### src/cis_cfg.svh
`ifndef CIS_CFG_SVH
`define CIS_CFG_SVH

// Link defaults
`define CIS_ACQ_DEF 8'h10
`define CIS_OS_DEF 9'h010
`define CIS_SAMPLE_W 20
`define CIS_RESULT_W 24
`define CIS_FS_CODE 24'h08_0000

// Clock and shortest integration
`define CIS_CLK_HZ 20000000
`define CIS_MIN_UNI_US 64
`define CIS_MIN_BIP_US 32
`define CIS_MIN_UNI_CLK ((`CIS_MIN_UNI_US * `CIS_CLK_HZ + 999999) / 1000000)
`define CIS_MIN_BIP_CLK ((`CIS_MIN_BIP_US * `CIS_CLK_HZ + 999999) / 1000000)

// Controller register offsets
`define CIS_CTRL_OFS 12'h000
`define CIS_CFG_OFS 12'h004
`define CIS_PERIOD_OFS 12'h008
`define CIS_PULSE_OFS 12'h00C
`define CIS_STATUS_OFS 12'h010
`define CIS_RESULT_OFS 12'h014

// Control fields
`define CIS_CTRL_RUN 0
`define CIS_CTRL_CONT 1
`define CIS_CTRL_CDS 2
`define CIS_CTRL_BIP 3
`define CIS_CTRL_TWOS 4
`define CIS_CFG_ACQ_LSB 0
`define CIS_CFG_OS_LSB 16
`define CIS_STAT_READY 0
`define CIS_STAT_FDS 1

// Reset values
`define CIS_PERIOD_RST 24'h00_2710
`define CIS_PULSE_RST 16'h0004

`endif

### src/cis_pkg.sv
package cis_pkg;
    typedef enum logic [5:0] {
        CIS_WAIT = 6'b00_0001,
        CIS_ACQ = 6'b00_0010,
        CIS_INIT = 6'b00_0100,
        CIS_TRACK = 6'b00_1000,
        CIS_FINAL = 6'b01_0000,
        CIS_HOLD = 6'b10_0000
    } cis_phase_type;
endpackage : cis_pkg

### src/cis_link_if.sv
`timescale 1ns/10ps
`default_nettype none
interface cis_link_if #(parameter int RW = 24);
    logic final_sample_start_n;
    logic continuous;
    logic cds_enable;
    logic bipolar;
    logic twos_complement;
    logic [7:0] acq_clocks;
    logic [8:0] oversample_count;
    logic [RW-1:0] result;
    logic result_valid;
    logic tracking;

    modport device (
        input final_sample_start_n,
        input continuous,
        input cds_enable,
        input bipolar,
        input twos_complement,
        input acq_clocks,
        input oversample_count,
        output result,
        output result_valid,
        output tracking
    );

    modport controller (
        output final_sample_start_n,
        output continuous,
        output cds_enable,
        output bipolar,
        output twos_complement,
        output acq_clocks,
        output oversample_count,
        input result,
        input result_valid,
        input tracking
    );
endinterface : cis_link_if
`default_nettype wire

### src/cis_device.sv
`timescale 1ns/10ps
`default_nettype none
`include "cis_cfg.svh"
module cis_device
    import cis_pkg::*;
#(
    parameter int SW = `CIS_SAMPLE_W,
    parameter int RW = `CIS_RESULT_W,
    parameter logic [RW-1:0] FS_CODE = `CIS_FS_CODE
)
(
    input wire logic pclk,
    input wire logic presetn,
    cis_link_if.device link,
    input wire logic [SW-1:0] sample_data,
    output logic integ_reset,
    output logic [SW-1:0] track_rate,
    output logic [5:0] phase
);
    //--------------------------------------------------------------
    // Parameter checks
    //--------------------------------------------------------------
    // Sums of up to 511 samples need nine guard bits
    localparam int AW = SW + 9;

    if (RW < SW + 2)
    begin : g_bad_width
        $error("Result width too small for range");
    end

    //--------------------------------------------------------------
    // Strobe synchroniser and edges
    //--------------------------------------------------------------
    logic fds_meta_r;
    logic fds_sync_r;
    logic fds_prev_r;
    logic fds_active;
    logic fds_fall;
    logic fds_rise;

    always_ff @(posedge pclk or negedge presetn)
    begin
        if (!presetn)
        begin
            fds_meta_r <= 1'b1;
            fds_sync_r <= 1'b1;
            fds_prev_r <= 1'b1;
        end
        else
        begin
            fds_meta_r <= link.final_sample_start_n;
            fds_sync_r <= fds_meta_r;
            fds_prev_r <= fds_sync_r;
        end
    end

    assign fds_active = !fds_sync_r;
    assign fds_fall = fds_prev_r && !fds_sync_r;
    assign fds_rise = !fds_prev_r && fds_sync_r;

    //--------------------------------------------------------------
    // Sequencer
    //--------------------------------------------------------------
    cis_phase_type state_r;
    logic [8:0] cnt_r;
    logic [7:0] acq_len;
    logic [8:0] os_len;
    logic final_done;

    assign acq_len = (link.acq_clocks == 8'h00) ? 8'h01 : link.acq_clocks;
    assign os_len = (link.oversample_count == 9'h000) ? 9'h001 : link.oversample_count;
    assign final_done = (state_r == CIS_FINAL) && (cnt_r == os_len - 9'h001);

    always_ff @(posedge pclk or negedge presetn)
    begin
        if (!presetn)
        begin
            state_r <= CIS_WAIT;
            cnt_r <= 9'h000;
        end
        else
        begin
            case (state_r)
                CIS_WAIT:
                begin
                    cnt_r <= 9'h000;
                    if (fds_rise)
                    begin
                        state_r <= CIS_ACQ;
                    end
                end
                CIS_ACQ:
                begin
                    if (cnt_r == {1'b0, acq_len} - 9'h001)
                    begin
                        cnt_r <= 9'h000;
                        state_r <= CIS_INIT;
                    end
                    else
                    begin
                        cnt_r <= cnt_r + 9'h001;
                    end
                end
                CIS_INIT:
                begin
                    if (cnt_r == os_len - 9'h001)
                    begin
                        cnt_r <= 9'h000;
                        state_r <= CIS_TRACK;
                    end
                    else
                    begin
                        cnt_r <= cnt_r + 9'h001;
                    end
                end
                CIS_TRACK:
                begin
                    cnt_r <= 9'h000;
                    if (fds_fall)
                    begin
                        state_r <= CIS_FINAL;
                    end
                end
                CIS_FINAL:
                begin
                    if (final_done)
                    begin
                        cnt_r <= 9'h000;
                        if (fds_active)
                        begin
                            state_r <= CIS_HOLD;
                        end
                        else if (link.continuous)
                        begin
                            state_r <= CIS_ACQ;
                        end
                        else
                        begin
                            state_r <= CIS_WAIT;
                        end
                    end
                    else
                    begin
                        cnt_r <= cnt_r + 9'h001;
                    end
                end
                CIS_HOLD:
                begin
                    cnt_r <= 9'h000;
                    if (!fds_active)
                    begin
                        state_r <= CIS_ACQ;
                    end
                end
                default:
                begin
                    state_r <= CIS_WAIT;
                    cnt_r <= 9'h000;
                end
            endcase
        end
    end

    //--------------------------------------------------------------
    // Integrator reset
    //--------------------------------------------------------------
    always_ff @(posedge pclk or negedge presetn)
    begin
        if (!presetn)
        begin
            integ_reset <= 1'b1;
        end
        else
        begin
            case (state_r)
                CIS_WAIT: integ_reset <= !fds_rise;
                CIS_HOLD: integ_reset <= fds_active;
                CIS_FINAL: integ_reset <= final_done;
                default: integ_reset <= 1'b0;
            endcase
        end
    end

    //--------------------------------------------------------------
    // Integration rate memory
    //--------------------------------------------------------------
    logic [SW-1:0] prev_sample_r;

    always_ff @(posedge pclk or negedge presetn)
    begin
        if (!presetn)
        begin
            prev_sample_r <= '0;
            track_rate <= '0;
        end
        else
        begin
            prev_sample_r <= sample_data;
            if (state_r == CIS_HOLD)
            begin
                track_rate <= '0;
            end
            else if (state_r == CIS_TRACK)
            begin
                track_rate <= sample_data - prev_sample_r;
            end
        end
    end

    //--------------------------------------------------------------
    // Oversampled point accumulators
    //--------------------------------------------------------------
    logic signed [AW-1:0] sample_ext;
    logic signed [AW-1:0] init_sum_r;
    logic signed [AW-1:0] final_sum_r;

    assign sample_ext = {{(AW-SW){sample_data[SW-1]}}, sample_data};

    always_ff @(posedge pclk or negedge presetn)
    begin
        if (!presetn)
        begin
            init_sum_r <= '0;
            final_sum_r <= '0;
        end
        else
        begin
            if (state_r == CIS_ACQ)
            begin
                init_sum_r <= '0;
            end
            else if (state_r == CIS_INIT)
            begin
                init_sum_r <= init_sum_r + sample_ext;
            end
            if (state_r == CIS_TRACK)
            begin
                final_sum_r <= '0;
            end
            else if (state_r == CIS_FINAL)
            begin
                final_sum_r <= final_sum_r + sample_ext;
            end
        end
    end

    //--------------------------------------------------------------
    // Result: correction, range clamp, encoding
    //--------------------------------------------------------------
    logic signed [AW-1:0] final_full;
    logic signed [AW-1:0] raw;
    logic signed [AW-1:0] hi_lim;
    logic signed [AW-1:0] lo_lim;
    logic signed [AW-1:0] clamped;
    logic [RW-1:0] encoded;

    always_comb
    begin
        final_full = final_sum_r + sample_ext;
        raw = link.cds_enable ? (final_full - init_sum_r) : final_full;
        if (link.bipolar)
        begin
            hi_lim = signed'(AW'(FS_CODE >> 1));
            lo_lim = -signed'(AW'((FS_CODE >> 1) + (FS_CODE >> 8)));
        end
        else
        begin
            hi_lim = signed'(AW'(FS_CODE));
            lo_lim = -signed'(AW'(FS_CODE >> 8));
        end
        if (raw > hi_lim)
        begin
            clamped = hi_lim;
        end
        else if (raw < lo_lim)
        begin
            clamped = lo_lim;
        end
        else
        begin
            clamped = raw;
        end
        encoded = RW'(link.twos_complement ? clamped : (clamped - lo_lim));
    end

    always_ff @(posedge pclk or negedge presetn)
    begin
        if (!presetn)
        begin
            link.result <= '0;
            link.result_valid <= 1'b0;
            link.tracking <= 1'b0;
            phase <= 6'h01;
        end
        else
        begin
            link.result_valid <= final_done;
            if (final_done)
            begin
                link.result <= encoded;
            end
            link.tracking <= (state_r == CIS_TRACK);
            phase <= state_r;
        end
    end
endmodule : cis_device
`default_nettype wire

### src/flat_wrapper.sv
// flat-port wrapper written by rule: the top's interface ports become plain ports
module cis_device_flat import cis_pkg::*;
#(
    parameter int SW = `CIS_SAMPLE_W,
    parameter int RW = `CIS_RESULT_W,
    parameter logic [RW-1:0] FS_CODE = `CIS_FS_CODE
)
  (pclk, presetn, sample_data, integ_reset, track_rate, phase, link_final_sample_start_n, link_continuous, link_cds_enable, link_bipolar, link_twos_complement, link_acq_clocks, link_oversample_count, link_result, link_result_valid, link_tracking);
  cis_link_if #(.RW(RW)) link_i ();
  input wire logic pclk;
  input wire logic presetn;
  input wire logic [SW-1:0] sample_data;
  output logic integ_reset;
  output logic [SW-1:0] track_rate;
  output logic [5:0] phase;
  input wire logic [$bits(link_i.final_sample_start_n)-1:0] link_final_sample_start_n;
  input wire logic [$bits(link_i.continuous)-1:0] link_continuous;
  input wire logic [$bits(link_i.cds_enable)-1:0] link_cds_enable;
  input wire logic [$bits(link_i.bipolar)-1:0] link_bipolar;
  input wire logic [$bits(link_i.twos_complement)-1:0] link_twos_complement;
  input wire logic [$bits(link_i.acq_clocks)-1:0] link_acq_clocks;
  input wire logic [$bits(link_i.oversample_count)-1:0] link_oversample_count;
  output wire logic [$bits(link_i.result)-1:0] link_result;
  output wire logic [$bits(link_i.result_valid)-1:0] link_result_valid;
  output wire logic [$bits(link_i.tracking)-1:0] link_tracking;
  assign link_i.final_sample_start_n = link_final_sample_start_n;
  assign link_i.continuous = link_continuous;
  assign link_i.cds_enable = link_cds_enable;
  assign link_i.bipolar = link_bipolar;
  assign link_i.twos_complement = link_twos_complement;
  assign link_i.acq_clocks = link_acq_clocks;
  assign link_i.oversample_count = link_oversample_count;
  assign link_result = link_i.result;
  assign link_result_valid = link_i.result_valid;
  assign link_tracking = link_i.tracking;
  cis_device #(.SW(SW), .RW(RW), .FS_CODE(FS_CODE)) u_core (.pclk(pclk), .presetn(presetn), .link(link_i), .sample_data(sample_data), .integ_reset(integ_reset), .track_rate(track_rate), .phase(phase));
endmodule
### config.mk
export PLATFORM = sky130hd
export DESIGN_NAME = cis_device_flat
export DESIGN_NICKNAME = d
export VERILOG_FILES = /design/src/cis_pkg.sv /design/src/cis_link_if.sv /design/src/cis_device.sv /design/src/flat_wrapper.sv
export VERILOG_INCLUDE_DIRS = /design/src
export SDC_FILE = /design/constraint.sdc
export NUM_CORES = 1
export LEC_CHECK = 0
export BUFFER_PORTS_ARGS = -buffer_cell sky130_fd_sc_hd__buf_4
export CAP_MARGIN = 0
export CORE_ASPECT_RATIO = 1.4
export CORE_MARGIN = 3
export CORE_UTILIZATION = 44
export DETAILED_ROUTE_END_ITERATION = 10
export GPL_TIMING_DRIVEN = 0
export HOLD_SLACK_MARGIN = 0.1
export SKIP_CTS_REPAIR_TIMING = 1
export SLEW_MARGIN = 10
export SYNTH_ARGS = -nofsm -noshare
export SYNTH_HDL_FRONTEND = slang
export SYNTH_SLANG_ARGS = --single-unit
### constraint.sdc
create_clock -name pclk -period 12.9 [get_ports pclk]
set_input_delay 0 -clock pclk [delete_from_list [all_inputs] [get_ports pclk]]
set_output_delay 0 -clock pclk [all_outputs]
set_load 0.005 [all_outputs]
==> impl_metrics.env <==
export IMPL_grt_pass1_wl_um=58960
export IMPL_wl_met2_um=18670
export IMPL_maxUsedRoutingLayer="met4"
export IMPL_cap_viol_max_count=0
export IMPL_final_setup_tns_ps=0
export IMPL_nNetsFinal=1830
export IMPL_ys_seq_elements=149
export IMPL_drt_pass1_iterations=5
export IMPL_synth_lib_cells_used_distinct=98
export IMPL_critPathRequiredTime_ps=13270
export IMPL_portBuffers=96
export IMPL_routed_wl_um=36690
export IMPL_clock_skew_ps=12.61
export IMPL_dieArea_mm2=0.03057
export IMPL_gr_total_overflow=0
export IMPL_slowest_stage="o41a_1"
export IMPL_clk_latency_ps=450
export IMPL_stdcell_count=2054
export IMPL_final_util_pct=52.51
export IMPL_seq_area_frac_synth_pct=29.81
export IMPL_cts_max_level=4
export IMPL_cp_max_fo=10
export IMPL_finalMaxSlewViolations=0
export IMPL_antenna_found_initial=0
export IMPL_drtIter0Drc=593
export IMPL_avgRoutedWirePerCell_um=17.86
export IMPL_status="finished clean"
export IMPL_dp_hpwl_um=28760
export IMPL_avgSynthCellArea_um2=8.191
export IMPL_routed_via_density=5.678
export IMPL_grt_max_degree=86
export IMPL_grt_setup_unrepaired="no"
export IMPL_wl_met3_um=1213
export IMPL_cts_tree="built"
export IMPL_grt_pass1_vias=11500
export IMPL_post_route_period_util_pct=65.45
export IMPL_setup_violations=0
export IMPL_synthFlopType="dfrtp_1"
export IMPL_cts_max_path_buffers=2
export IMPL_synth_top_cell_by_area="dfrtp_1"
export IMPL_row_count=72
export IMPL_vias=11660
export IMPL_worstPathArrival_ps=8810
export IMPL_path_clk_slew_ps=70
export IMPL_synth_area_top_cells="dfrtp_1, ha_1, nand2_1"
export IMPL_worst_pin_slew_ps=973.7
export IMPL_synthTopCellsByCount="nand2_1, dfrtp_1, o21ai_0"
export IMPL_antenna_left=0
export IMPL_ctsRootBufferMaster="clkbuf_16"
export IMPL_place_congestion=0.9108
export IMPL_mappedNetlistArea_mm2=0.01253
export IMPL_core_area_mm2=0.02784
export IMPL_met1Wirelength_um=15780
export IMPL_hold_class="input pin to flip-flop"
export IMPL_crit_top_cell="ha_1"
export IMPL_numCtsBuffers=17
export IMPL_clock_sinks=149
export IMPL_yosysMostFrequentCell="nand2_1"
export IMPL_finalCriticalPeriod_ps=8442
export IMPL_crit_path_max_incr_delay_ps=440
export IMPL_area_growth_pct=16.64
export IMPL_ios=97
export IMPL_synth_edf_count=0
export IMPL_netlist_instances=1530
export IMPL_end_kind="flip-flop"
export IMPL_n_antenna_cell=0
export IMPL_async_flop_share_pct=100.0
export IMPL_yosys_area_top_type_share_pct=28.55
export IMPL_drive_gt1_share_pct=10.99
export IMPL_fmax_mhz=118.4
export IMPL_setup_worst_path_class="flip-flop to flip-flop"
export IMPL_start_util_pct=45.02
export IMPL_placed_cells=1997
export IMPL_stdcell_area_mm2=0.01462
export IMPL_syn_num_nets=1689
export IMPL_maxSlewHeadroom_pct=34.73
export IMPL_startpoint_type="flip-flop"
export IMPL_hold_violations=0
export IMPL_fp_dieH_um=205.7
export IMPL_die_width_um=148.6
export IMPL_post_route_drc_count=0
export IMPL_placedInstanceArea_mm2=0.01376
export IMPL_yosys_warnings=0
export IMPL_grt_util_all_layers_pct=24.26
-- flip-flops by register name (all words and copies together) (netlist names), 6 cells and up --
signal / cells
u_core.cnt_r: 9
u_core.final_sum_r: 29
u_core.init_sum_r: 29
u_core.link.result: 24
u_core.phase: 6
u_core.prev_sample_r: 20
u_core.state_r: 6
u_core.track_rate: 20
-- worst paths after layout --
check / from / end / slack [ps] / cells past startpoint
min reg2reg: u_core.fds_meta_r / u_core.fds_sync_r / 360 / 0
max reg2reg: u_core.final_sum_r[0] / u_core.link.result[20] / 4460 / 35
min in group asynchronous: presetn / u_core.link.result[0] / 140 / 2
max: u_core.final_sum_r[0] / u_core.link.result[20] / 4460 / 35
min: link_twos_complement / u_core.link.result[16] / 90 / 4
max in group asynchronous: presetn / u_core.integ_reset / 11940 / 3
-- layout by cell type, fill, tap and decap left out, drive strengths merged, types with 17 or more instances in the layout --
master       count
a21o            42
a21oi          110
a31oi           18
buf            103
clkbuf          74
dfrtp          143
dlygate4sd3     25
ha             111
inv            112
nand2          181
nand2b          22
nand3           63
nand4           17
nor2           113
nor3            27
o21a            17
o21ai          144
xnor2           57
xor2            49
-- logic make-up (layout without fill, tap and decap cells) --
family / count (synthesis) / in the layout / share of synthesized area, %
xor gates and xnor gates: 106 / 106 / 7.618
AOI/OAI and AO/OA: 460 / 460 / 24.60
buffers and inverters: 165 / 319 / 5.082
adders and majority gates: 115 / 115 / 11.72
DFF: 149 / 149 / 29.81
and+or+nand+nor: 516 / 516 / 19.58
muxes: 19 / 19 / 1.587
-- cell type report --
class                           count  area, um2
Timing Repair Buffer              122       1006
Sequential cell                   149       3736
Inverter                          104      390.4
Buffer                             61      246.5
Fill cell                        2664      13220
Clock inverter                     13      158.9
Tap cell                          370      462.9
Multi-Input combinational cell   1216       8164
Clock buffer                       19      452.9
-- layer usage --
metal  vias up  global-route usage (%)
met4         0                   8.452
met2       263                   44.16
met1      5558                   29.53
met5         -                       0
li1       5786                       -
met3        56                   2.688
-- critical path: cells and delay by family, from the launching register on --
family                   cells  cell delay (ps)
adder cells (fa/ha/maj)      5             1640
buffers and inverters        4              620
AO/OA/AOI/OAI               12             2640
AND/OR/NAND/NOR             12             2570
XOR/XNOR                     2              550
flip-flops                   1              360
-- metrics by stage --
step                setup WS, ps  hold slack [ps]
floorplan                   6084           -295.6
global placement            4654            110.6
detailed placement          4577            48.09
CTS                         4472           -431.2
global route                3877            117.9
finish                      4458            89.66
Power is not shown: default switching activity piles up to over one toggle a cycle in this logic, so the estimate is an artifact.
